`src/shared/srxchk_pkg.sv`:
```
// Package with register map, field layout and carrier types for the check
package srxchk_pkg;
    // Register offsets (byte addresses on the configuration port)
    localparam logic [11:0] ADDR_CHECK_CONTROL = 12'h032C;
    localparam logic [11:0] ADDR_EXPECTED_LOW = 12'h032D;
    localparam logic [11:0] ADDR_EXPECTED_HIGH = 12'h032E;
    localparam logic [11:0] ADDR_CHECK_RESULT = 12'h032F;
    localparam logic [11:0] ADDR_LANE_INVERT = 12'h0334;
    localparam logic [11:0] ADDR_DEVICE_IDENT = 12'h0400;
    localparam logic [11:0] ADDR_BANK_IDENT = 12'h0401;
    localparam logic [11:0] ADDR_LANE_ZERO_FLAGS = 12'h0402;
    // Control field positions
    localparam int CTRL_ENABLE_BIT = 0;
    localparam int CTRL_CLEAR_BIT = 1;
    localparam int CTRL_CONV_LSB = 2;
    localparam int CTRL_SAMPLE_LSB = 4;
    // Lane-zero flags field positions
    localparam int FLAG_ADJDIR_BIT = 6;
    localparam int FLAG_PHADJ_BIT = 5;
    // Reset values
    localparam logic [7:0] RESET_BYTE = 8'h00;
    // Geometry
    localparam int SAMPLE_WIDTH = 16;
    localparam int NUM_CONVERTERS = 4;
    localparam int NUM_SAMPLES = 16;
    localparam int NUM_LANES = 8;

    // Configuration port write / read request
    typedef struct packed {
        logic wr_en;
        logic rd_en;
        logic [11:0] addr;
        logic [7:0] wdata;
    } srx_cfg_req_t;

    // Lane-zero alignment sequence fields, as captured
    typedef struct packed {
        logic [7:0] device_ident;
        logic [7:0] bank_ident;
        logic adjust_direction;
        logic phase_adjust_request;
        logic [4:0] lane_zero_number;
    } srx_ilas_t;
endpackage

```
`src/rtl/srx_sample_pick.sv`:
```
// Selects one sample of one converter from the receiver output frame
`timescale 1ns/1ps
module srx_sample_pick #(
    parameter int SW = 16,
    parameter int NC = 4,
    parameter int NS = 16
) (
    // Receiver output frame
    input wire logic [NC*NS*SW-1:0] frame,
    // Selection
    input wire logic [1:0] conv_sel,
    input wire logic [3:0] samp_sel,
    // Result
    output logic [SW-1:0] sample
);
    // Sample s of converter c sits at index c*NS+s
    always_comb begin
        sample = frame[(int'(conv_sel) * NS + int'(samp_sel)) * SW +: SW];
    end
endmodule // srx_sample_pick

```
`src/rtl/srx_lane_invert.sv`:
```
// Per-lane inversion of deserialized data
`timescale 1ns/1ps
module srx_lane_invert #(
    parameter int NL = 8,
    parameter int LW = 40
) (
    // Deserialized lane data
    input wire logic [NL*LW-1:0] lanes_in,
    // Inversion control, bit n for lane n
    input wire logic [NL-1:0] invert,
    // Corrected lane data
    output logic [NL*LW-1:0] lanes_out
);
    always_comb begin
        for (int n = 0; n < NL; n++) begin
            lanes_out[n*LW +: LW] = lanes_in[n*LW +: LW] ^ {LW{invert[n]}};
        end
    end
endmodule // srx_lane_invert

```
`src/rtl/srx_check_top.sv`:
```
// Sample check, lane inversion and lane-zero alignment capture
`timescale 1ns/1ps
module srx_check_top #(
    parameter int LANE_WIDTH = 40
) (
    // Clock and reset
    input wire logic CORE_CLK,
    input wire logic SYS_RST,
    // Configuration port
    input wire logic CFG_WR_EN,
    input wire logic CFG_RD_EN,
    input wire logic [11:0] CFG_ADDR,
    input wire logic [7:0] CFG_WDATA,
    output logic [7:0] CFG_RDATA,
    output logic CFG_RVALID,
    // Deserialized lanes
    input wire logic [srxchk_pkg::NUM_LANES*LANE_WIDTH-1:0] LANE_DATA_IN,
    output logic [srxchk_pkg::NUM_LANES*LANE_WIDTH-1:0] LANE_DATA_OUT,
    // Receiver output samples
    input wire logic FRAME_VALID,
    input wire logic [srxchk_pkg::NUM_CONVERTERS*srxchk_pkg::NUM_SAMPLES*
        srxchk_pkg::SAMPLE_WIDTH-1:0] FRAME_DATA,
    // Lane-zero alignment sequence fields
    input wire logic ILAS_VALID,
    input wire srxchk_pkg::srx_ilas_t ILAS_FIELDS,
    // Status
    output logic CHECK_MISMATCH
);
    srxchk_pkg::srx_cfg_req_t req;
    logic [7:0] check_control;
    logic [7:0] expected_low_byte;
    logic [7:0] expected_high_byte;
    logic [7:0] lane_invert_bits;
    logic check_mismatch_flag;
    srxchk_pkg::srx_ilas_t ilas;
    logic [1:0] check_converter_index;
    logic [3:0] check_sample_index;
    logic check_enable;
    logic check_result_clear;
    logic [srxchk_pkg::SAMPLE_WIDTH-1:0] picked;
    logic [srxchk_pkg::SAMPLE_WIDTH-1:0] expected;
    logic [srxchk_pkg::NUM_LANES*LANE_WIDTH-1:0] next_lanes;
    logic [7:0] next_rdata;

    function automatic logic hit(input logic [11:0] a, input logic [11:0] b);
        return a == b;
    endfunction

    assign req = '{wr_en: CFG_WR_EN, rd_en: CFG_RD_EN, addr: CFG_ADDR,
                   wdata: CFG_WDATA};
    assign check_sample_index =
        check_control[srxchk_pkg::CTRL_SAMPLE_LSB +: 4];
    assign check_converter_index =
        check_control[srxchk_pkg::CTRL_CONV_LSB +: 2];
    assign check_enable = check_control[srxchk_pkg::CTRL_ENABLE_BIT];
    assign check_result_clear = check_control[srxchk_pkg::CTRL_CLEAR_BIT];
    assign expected = {expected_high_byte, expected_low_byte};

    // Control register write
    always_ff @(posedge CORE_CLK) begin
        if (SYS_RST) begin
            check_control <= srxchk_pkg::RESET_BYTE;
        end else if (req.wr_en && hit(req.addr,
                srxchk_pkg::ADDR_CHECK_CONTROL)) begin
            check_control <= req.wdata;
        end
    end

    // Reference sample bytes
    always_ff @(posedge CORE_CLK) begin
        if (SYS_RST) begin
            expected_low_byte <= srxchk_pkg::RESET_BYTE;
            expected_high_byte <= srxchk_pkg::RESET_BYTE;
        end else if (req.wr_en) begin
            if (hit(req.addr, srxchk_pkg::ADDR_EXPECTED_LOW)) begin
                expected_low_byte <= req.wdata;
            end
            if (hit(req.addr, srxchk_pkg::ADDR_EXPECTED_HIGH)) begin
                expected_high_byte <= req.wdata;
            end
        end
    end

    // Lane inversion control
    always_ff @(posedge CORE_CLK) begin
        if (SYS_RST) begin
            lane_invert_bits <= srxchk_pkg::RESET_BYTE;
        end else if (req.wr_en && hit(req.addr,
                srxchk_pkg::ADDR_LANE_INVERT)) begin
            lane_invert_bits <= req.wdata;
        end
    end

    srx_lane_invert #(
        .NL(srxchk_pkg::NUM_LANES),
        .LW(LANE_WIDTH)
    ) u_invert (
        .lanes_in(LANE_DATA_IN),
        .invert(lane_invert_bits),
        .lanes_out(next_lanes)
    );

    always_ff @(posedge CORE_CLK) begin
        if (SYS_RST) begin
            LANE_DATA_OUT <= '0;
        end else begin
            LANE_DATA_OUT <= next_lanes;
        end
    end

    srx_sample_pick #(
        .SW(srxchk_pkg::SAMPLE_WIDTH),
        .NC(srxchk_pkg::NUM_CONVERTERS),
        .NS(srxchk_pkg::NUM_SAMPLES)
    ) u_pick (
        .frame(FRAME_DATA),
        .conv_sel(check_converter_index),
        .samp_sel(check_sample_index),
        .sample(picked)
    );

    // Sticky mismatch flag; clear control dominates while held at one
    always_ff @(posedge CORE_CLK) begin
        if (SYS_RST) begin
            check_mismatch_flag <= 1'b0;
        end else if (check_result_clear) begin
            check_mismatch_flag <= 1'b0;
        end else if (check_enable && FRAME_VALID) begin
            if (picked != expected) begin
                check_mismatch_flag <= 1'b1;
            end
        end
    end

    always_ff @(posedge CORE_CLK) begin
        if (SYS_RST) begin
            CHECK_MISMATCH <= 1'b0;
        end else begin
            CHECK_MISMATCH <= check_mismatch_flag;
        end
    end

    // Capture of lane-zero alignment fields
    always_ff @(posedge CORE_CLK) begin
        if (SYS_RST) begin
            ilas <= '0;
        end else if (ILAS_VALID) begin
            ilas <= ILAS_FIELDS;
        end
    end

    // Read mux
    always_comb begin
        next_rdata = srxchk_pkg::RESET_BYTE;
        case (req.addr)
            srxchk_pkg::ADDR_CHECK_CONTROL: next_rdata = check_control;
            srxchk_pkg::ADDR_EXPECTED_LOW: next_rdata = expected_low_byte;
            srxchk_pkg::ADDR_EXPECTED_HIGH: next_rdata = expected_high_byte;
            srxchk_pkg::ADDR_CHECK_RESULT: begin
                next_rdata = {7'h00, check_mismatch_flag};
            end
            srxchk_pkg::ADDR_LANE_INVERT: next_rdata = lane_invert_bits;
            srxchk_pkg::ADDR_DEVICE_IDENT: begin
                next_rdata = ilas.device_ident;
            end
            srxchk_pkg::ADDR_BANK_IDENT: begin
                next_rdata = ilas.bank_ident;
            end
            srxchk_pkg::ADDR_LANE_ZERO_FLAGS: begin
                next_rdata = srxchk_pkg::RESET_BYTE;
                next_rdata[srxchk_pkg::FLAG_ADJDIR_BIT] =
                    ilas.adjust_direction;
                next_rdata[srxchk_pkg::FLAG_PHADJ_BIT] =
                    ilas.phase_adjust_request;
                next_rdata[4:0] = ilas.lane_zero_number;
            end
            default: next_rdata = srxchk_pkg::RESET_BYTE;
        endcase
    end

    always_ff @(posedge CORE_CLK) begin
        if (SYS_RST) begin
            CFG_RDATA <= srxchk_pkg::RESET_BYTE;
            CFG_RVALID <= 1'b0;
        end else begin
            CFG_RVALID <= req.rd_en;
            if (req.rd_en) begin
                CFG_RDATA <= next_rdata;
            end
        end
    end
endmodule // srx_check_top

```
`config.mk`:
```
export PLATFORM = sky130hd
export DESIGN_NAME = srx_check_top
export DESIGN_NICKNAME = d
export VERILOG_FILES = /design/src/shared/srxchk_pkg.sv /design/src/rtl/srx_sample_pick.sv /design/src/rtl/srx_lane_invert.sv /design/src/rtl/srx_check_top.sv
export SDC_FILE = /design/constraint.sdc
export NUM_CORES = 1
export LEC_CHECK = 0
export BUFFER_PORTS_ARGS = -buffer_cell sky130_fd_sc_hd__buf_2
export CAP_MARGIN = 20
export CORE_AREA = 2 2 674 676
export CTS_CLUSTER_SIZE = 30
export DETAILED_ROUTE_END_ITERATION = 8
export DIE_AREA = 0 0 676 678
export PLACE_DENSITY_LB_ADDON = 0.2
export SLEW_MARGIN = 30
export SYNTH_ARGS = -nofsm -noshare
export SYNTH_HDL_FRONTEND = slang
export SYNTH_SLANG_ARGS = --single-unit
export TNS_END_PERCENT = 10
```
`constraint.sdc`:
```
create_clock -name CORE_CLK -period 6.25 [get_ports CORE_CLK]
set_clock_uncertainty 0.2 [all_clocks]
set_input_delay 0.3125 -clock CORE_CLK [delete_from_list [all_inputs] [get_ports CORE_CLK]]
set_output_delay 0.3125 -clock CORE_CLK [all_outputs]
set_load 0.05 [all_outputs]
```
==> flow_summary.yaml, run 1 <==
floorplanning:
  die_area_um2: 458000
  core_um2: 451000
  die_w_um: 676
  rows: 247
  die_h_um: 678
  start_util: 0.0491
  io_pins: 1723
synth:
  synth_top_area_share: 0.349
  syn_nets: 3448
  syn_area_um2: 22200
  synth_area_leader_cell: "dfxtp_1"
  postSynthCellCount: 2055
  synthArstFlopShare: 0
  synth_top_cells_by_count: "386 x dfxtp_1, 370 x nor2_1, 337 x xnor2_1"
  synthTopCellsByArea: "dfxtp_1 35%, mux4_2 22%, xnor2_1 13%"
  seq_area_frac_synth: 0.349
  synth.most_common_cell: "dfxtp_1"
  ys_warn_count: 0
  synth_cell_types: 62
  ys_seq_elements: 386
  syn_avg_cell_area_um2: 10.8
  synth_edf_count: 0
  synth-main-ff-cell: "dfxtp_1"
detailed_routing:
  drt_iter0_markers: 1273
  wl_um: 300000
  wl_per_cell_um: 29.4
  first_pass_iters: 7
  ant_nets: 0
  num_vias: 27200
  route.detailed.drc: 0
  viasPerCell: 2.66
global_route:
  overflow: 0
  grt_util_all_layers: 0.126
  grt_pass1_wl_um: 362000
  antenna_found_initial: 357
  grt_pass1_vias: 29100
  grt_max_degree: 110
clock_tree:
  numCtsBuffers: 54
  clkTransAtPathRegs_ns: 0.08
  cts_root_buf: "clkbuf_16"
  cts_tree: "yes"
  clk_latency_ns: 0.71
  clk_path_buf_depth: 3
  cts_sinks: 386
  cts_max_level: 2
setup_path:
  rr_worst_depth: 13
  start_kind: "flop"
  worstPathMaxFanout: 59
  worstSetupEndpointType: "flop"
  r2r-start: "check_control[5]"
  critPathRequiredTime_ns: 6.60
  crit_start: "check_control[5]"
  path_buf_inv: 5
  worst_r2r_endpoint: "check_mismatch_flag"
  path_cells: "buf_12, buf_12, buf_4, mux2i_1, a22o_1, o21ai_0, buf_4, nand4b_1, a21boi_0, o2111ai_1, nor4_1, buf_4, a31oi_1"
  worstSetupEndpoint: "check_mismatch_flag"
  cp_slowest_cell: "dfxtp_4"
  path_class: "reg2reg"
  rrSetupSlack_ns: 1.38
  critPathTopFamily: "buffers and inverters"
  slowest_delay_ns: 0.74
  crit_cells: 13
  cp_data_arrival_time_ns: 5.22
  cp_common_cell: "buf_4"
power:
  total_power_mw: 8.08
  p_sw_frac: 0.334
  p_int_mw: 5.38
  pwr-share-comb: 0.245
  leakage_nw: 16.9
  switchingPower_mw: 2.70
  seqPwrFrac: 0.324
  clkPwrFrac: 0.431
  power_density_nw_per_um2: 182
  ir_drop_mv: 0.263
outcome:
  run_status: "finished clean"
sta:
  period_needed_ns: 4.87
  whs_ns: 0.0960
  finalCritPeriodShare: 0.779
  setup_ws_ns: 1.38
  drv_slew: 0
  rsz0062_at_grt: "false"
  worstMarginPinSlew_ns: 1.05
  timing.fmax_ghz: 0.205
  setup_viol: 0
  maxSlewHeadroom: 0.301
  hold_violations: 0
  tns_ns: 0
placement:
  gp_congestion: 0.903
  post-place-ws_ns: 0.976
  io_buffers: 1722
  dpl.hpwl_um: 268000
finish:
  drive_above_1_share: 0.517
  syn_to_final_growth_pct: 101
  fin_nets: 5530
  final_util: 0.0985
worst_hold_path:
  worst_hold_path_type: "in2reg"
run:
  max_cap_viol_count: 0
worst min path at each step:
stage	startpoint	endpoint	slack, ns	cells after the start
floorplan	CFG_RD_EN	CFG_RVALID	0.24	1
global placement	lane_invert_bits[3]	lane_invert_bits[3]	0.25	2
detailed placement	lane_invert_bits[3]	lane_invert_bits[3]	0.25	2
CTS	ILAS_VALID	ilas[6]	0.01	3
global route	ILAS_VALID	ilas[5]	0.07	3
finish	ILAS_VALID	ilas[21]	0.1	3
flip-flops by register name, indices dropped and copies added, names as in the netlist, 8 cells and up:
| register | flops |
|---|---|
| check_control | 8 |
| expected_high_byte | 8 |
| ilas | 23 |
| LANE_DATA_OUT | 320 |
| CFG_RDATA | 8 |
| lane_invert_bits | 8 |
| expected_low_byte | 8 |
metal layers:
layer | global-route usage | routed length [um] | part of all wire | vias to the layer above
li1 | - | - | - | 11600
met1 | 0.124 | 102000 | 0.34 | 13200
met2 | 0.250 | 163000 | 0.54 | 1592
met3 | 0.0477 | 27200 | 0.091 | 643
met4 | 0.0161 | 6970 | 0.023 | 80
met5 | 0 | 515 | 0.0017 | -
placed cells by master, fill, tap and decap left out, types with 15 or more instances in the layout:
| cell | count |
|---|---|
| mux2i_1 | 148 |
| mux4_2 | 221 |
| a21oi_1 | 55 |
| nor2b_1 | 16 |
| dfxtp_1 | 372 |
| xnor2_1 | 337 |
| diode_2 | 57 |
| nand3_1 | 49 |
| a221oi_1 | 15 |
| nor2_1 | 363 |
| a22oi_1 | 69 |
| clkbuf_16 | 55 |
| nand2_1 | 53 |
| buf_4 | 63 |
| dlygate4sd3_1 | 416 |
| buf_2 | 1721 |
tightest hold or removal path, stage by stage:
cell     delay, ns
buf_2         0.36
mux2i_1       0.21
nor2_1        0.07
power groups by stage:
stage | clock network (mW) | logic, mW | registers [mW]
floorplan | 0 | 0.344 | 3.06
global placement | 0 | 1.75 | 2.67
detailed placement | 0 | 1.75 | 2.67
CTS | 3.70 | 2.04 | 2.62
global route | 3.73 | 2.11 | 2.63
finish | 3.48 | 1.98 | 2.62
cell families (layout without fill, tap and decap cells):
group	count (synthesis)	after routing	share of synthesized area
buffers and inverters	194	2319	0.0444
and+or+nand+nor	544	544	0.104
muxes	384	384	0.302
other	0	57	0
DFF	386	386	0.349
AOI/OAI and AO/OA	205	205	0.0660
xor gates and xnor gates	342	342	0.135
final cells by class:
cell class,instances,area [um^2]
Antenna cell,57,143
Clock buffer,72,1520
Clock inverter,27,395
Fill cell,52600,407000
Inverter,3,11.3
Multi-Input combinational cell,1475,13600
Sequential cell,386,7770
Tap cell,5976,7480
Timing Repair Buffer,2217,13600
per-stage QoR:
| step | instances | instance area (um^2) |
|---|---|---|
| finish | 10200 | 44500 |
| global route | 10200 | 44400 |
| CTS | 10200 | 44300 |
| detailed placement | 9641 | 38200 |
| global placement | 9635 | 38100 |
| floorplan | 2055 | 22200 |
repair_timing:
item | in CTS | in global routing
hold buffers | 416 | 0
setup buffers | 0 | 0
hold endpoints to repair | 384 | 0
gates resized for setup | 0 | 0
Power figures use the tool's default switching activity.
==> inputs of run 2 (changes only) <==
--- a/config.mk
+++ b/config.mk
@@ -5,12 +5,13 @@
 export SDC_FILE = /design/constraint.sdc
 export NUM_CORES = 1
 export LEC_CHECK = 0
+export ABC_AREA = 1
 export BUFFER_PORTS_ARGS = -buffer_cell sky130_fd_sc_hd__buf_2
 export CAP_MARGIN = 20
-export CORE_AREA = 2 2 674 676
+export CORE_AREA = 2 2 673 675
 export CTS_CLUSTER_SIZE = 30
 export DETAILED_ROUTE_END_ITERATION = 8
-export DIE_AREA = 0 0 676 678
+export DIE_AREA = 0 0 675 677
 export PLACE_DENSITY_LB_ADDON = 0.2
 export SLEW_MARGIN = 30
 export SYNTH_ARGS = -nofsm -noshare
==> constraint.sdc (replaced) <==
create_clock -name CORE_CLK -period 4.18 [get_ports CORE_CLK]
set_clock_uncertainty 0.2 [all_clocks]
set_input_delay 0.209 -clock CORE_CLK [delete_from_list [all_inputs] [get_ports CORE_CLK]]
set_output_delay 0.209 -clock CORE_CLK [all_outputs]
set_load 0.05 [all_outputs]
==> run 2 against run 1 <==
  * Design area up 5.1%
  * Clock power is 53% higher
  * Power rose by 53%
  * Via count grew 29%
  * Die area down 0.30%
  * Core utilization increased by 0.52 points
  * Setup slack worse by 1.1 ns
==> flow_summary.yaml, run 2 <==
synth:
  ys_warn_count: 0
  syn_avg_cell_area_um2: 6.27
  synth_top_area_share: 0.320
  seq_area_frac_synth: 0.320
  syn_nets: 5251
  synth.most_common_cell: "nand2_1"
  synthTopCellsByArea: "dfxtp_1 32%, nand2_1 21%, nand3_1 18%"
  synth_edf_count: 0
  syn_area_um2: 24200
  synthArstFlopShare: 0
  synth_top_cells_by_count: "1358 x nand2_1, 888 x nand3_1, 386 x dfxtp_1"
  synth_area_leader_cell: "dfxtp_1"
  ys_seq_elements: 386
  synth-main-ff-cell: "dfxtp_1"
  synth_cell_types: 23
  postSynthCellCount: 3858
clock_tree:
  numCtsBuffers: 56
  cts_tree: "yes"
  clk_latency_ns: 0.68
  clk_path_buf_depth: 3
  cts_setup_buffers: 0
  clkTransAtPathRegs_ns: 0.07
  cts_sinks: 386
  cts_root_buf: "clkbuf_16"
  cts_max_level: 2
sta:
  worstMarginPinSlew_ns: 0.996
  maxSlewHeadroom: 0.336
  setup_viol: 0
  period_needed_ns: 3.93
  whs_ns: 0.0753
  hold_violations: 0
  drv_slew: 0
  timing.fmax_ghz: 0.254
  finalCritPeriodShare: 0.941
  rsz0062_at_grt: "false"
power:
  p_sw_frac: 0.341
  p_int_mw: 8.15
  leakage_nw: 20.4
  ir_drop_mv: 0.287
  clkPwrFrac: 0.430
  seqPwrFrac: 0.317
  switchingPower_mw: 4.21
  pwr-share-comb: 0.253
  total_power_mw: 12.4
  power_density_nw_per_um2: 264
setup_path:
  path_class: "reg2reg"
  path_cells: "clkinv_8, buf_12, buf_4, nand3_1, nand3_1, nand2_1, nand2_1, nand3_1, nand3_1, nand3_1, nand2_1, nor2_1, nand2_1, nor2_1, nand2_1, nand2_1, a21oi_1"
  critPathRequiredTime_ns: 4.54
  cp_data_arrival_time_ns: 4.29
  cp_common_cell: "nand2_1"
  critPathTopFamily: "simple AND/OR/NAND/NOR gates"
  cp_slowest_cell: "dfxtp_4"
  worstSetupEndpointType: "flop"
  start_kind: "flop"
  path_buf_inv: 3
  slowest_delay_ns: 0.57
  crit_cells: 17
  worstPathMaxFanout: 50
  rr_worst_depth: 17
placement:
  io_buffers: 1722
  dpl.hpwl_um: 277000
  gp_congestion: 0.903
detailed_routing:
  ant_nets: 0
  wl_um: 322000
  wl_per_cell_um: 26.9
  num_vias: 35100
  route.detailed.drc: 0
  first_pass_iters: 5
  drt_iter0_markers: 1956
  viasPerCell: 2.93
finish:
  final_util: 0.104
  reg_top3: "LANE_DATA_OUT: 320 flops, ilas: 23 flops"
  drive_above_1_share: 0.326
  syn_to_final_growth_pct: 93.2
  largest_register_ffs: 320
  most-common-layout-cells: "1721 x buf_2, 1358 x nand2_1, 887 x nand3_1"
  max_flop_register: "LANE_DATA_OUT"
  fin_nets: 7290
  mostFrequentLayoutCell: "buf_2"
global_route:
  grt_util_all_layers: 0.135
  grt_pass1_wl_um: 400000
  grt_max_degree: 138
  antenna_found_initial: 214
  overflow: 0
  grt_pass1_vias: 36300
floorplanning:
  die_w_um: 675
  start_util: 0.0537
  die_area_um2: 457000
  die_h_um: 677
  io_pins: 1723
  core_um2: 451000
  rows: 247
outcome:
  run_status: "finished clean"
run:
  max_cap_viol_count: 0
worst_hold_path:
  worst_hold_path_type: "in2reg"
  holdPathStages: 4
run 2: cell count changes in the layout (fill, tap and decap cells not counted), moves of 18 or more:
cell,previous run,this run
nand2_1,53,1358
mux2i_1,148,0
dlygate4sd3_1,416,473
o21ai_0,5,35
mux4_2,221,0
nand3_1,49,887
a21oi_1,55,37
a22oi_1,69,0
a211oi_1,6,24
inv_1,2,69
run 2: cells by family after synthesis:
group / Yosys count / share of synthesized area
flops: 386 / 0.320
xor+xnor: 320 / 0.116
simple gates: 2639 / 0.458
buf+inv: 389 / 0.0763
compound gates: 124 / 0.0304
run 2: per-layer routing:
| metal | vias to the layer above | share of wire | GRT usage |
|---|---|---|---|
| li1 | 16500 | - | - |
| met1 | 16600 | 0.41 | 0.163 |
| met4 | 84 | 0.017 | 0.0213 |
| met5 | - | 0.0017 | 0 |
| met2 | 1546 | 0.46 | 0.223 |
| met3 | 387 | 0.11 | 0.0597 |
run 2: repair_timing:
item / CTS / global route
endpoints found under the setup margin: 0 / 1
gates resized for setup: 0 / 6
hold buffers: 473 / 0
hold endpoints to repair: 386 / 0
run 2: power groups by stage:
stage / Clock [mW] / Combinational, mW / Sequential [mW]
2_1_floorplan: 0 / 0.542 / 4.59
5_1_grt: 5.63 / 3.33 / 3.93
3_5_place_dp: 0 / 2.71 / 3.99
4_1_cts: 5.53 / 3.16 / 3.92
6_report: 5.32 / 3.12 / 3.92
3_3_place_gp: 0 / 2.74 / 3.99
run 2: path summary, 6_finish.rpt:
check | start | to | slack, ns
worst min register to register | CFG_RDATA[7] | CFG_RDATA[7] | 0.27
worst max register to register | check_control[5] | check_mismatch_flag | 0.25
worst min-delay path | LANE_DATA_IN[9] | LANE_DATA_OUT[9] | 0.08
worst max-delay path | check_control[5] | check_mismatch_flag | 0.25
run 2: worst register-to-register path: stages (launching register included):
cell and delay (ns):
dfxtp_4 0.57, clkinv_8 0.36, buf_12 0.41, buf_4 0.33
nand3_1 0.32, nand3_1 0.12, nand2_1 0.08, nand2_1 0.07
nand3_1 0.12, nand3_1 0.28, nand3_1 0.20, nand2_1 0.06
nor2_1 0.21, nand2_1 0.10, nor2_1 0.11, nand2_1 0.11
nand2_1 0.08, a21oi_1 0.06
run 2: cell type report:
type | instances | area, um^2
Clock buffer | 74 | 1560
Sequential cell | 386 | 7770
Antenna cell | 50 | 125
Clock inverter | 30 | 430
Multi-Input combinational cell | 3083 | 14600
Tap cell | 5976 | 7480
Timing Repair Buffer | 2294 | 14400
Fill cell | 53600 | 404000
Inverter | 76 | 338
run 2: stage by stage:
step	cell area, um^2	setup slack, ns	TNS, ns	std cells
2_1_floorplan	24200	2.15	0	3858
5_1_grt	46600	0.00619	0	11900
3_5_place_dp	39800	0.0509	0	11300
6_report	46700	0.247	0	12000
3_3_place_gp	39800	-0.0495	-0.0495	11300
4_1_cts	46600	0.0299	0	11900
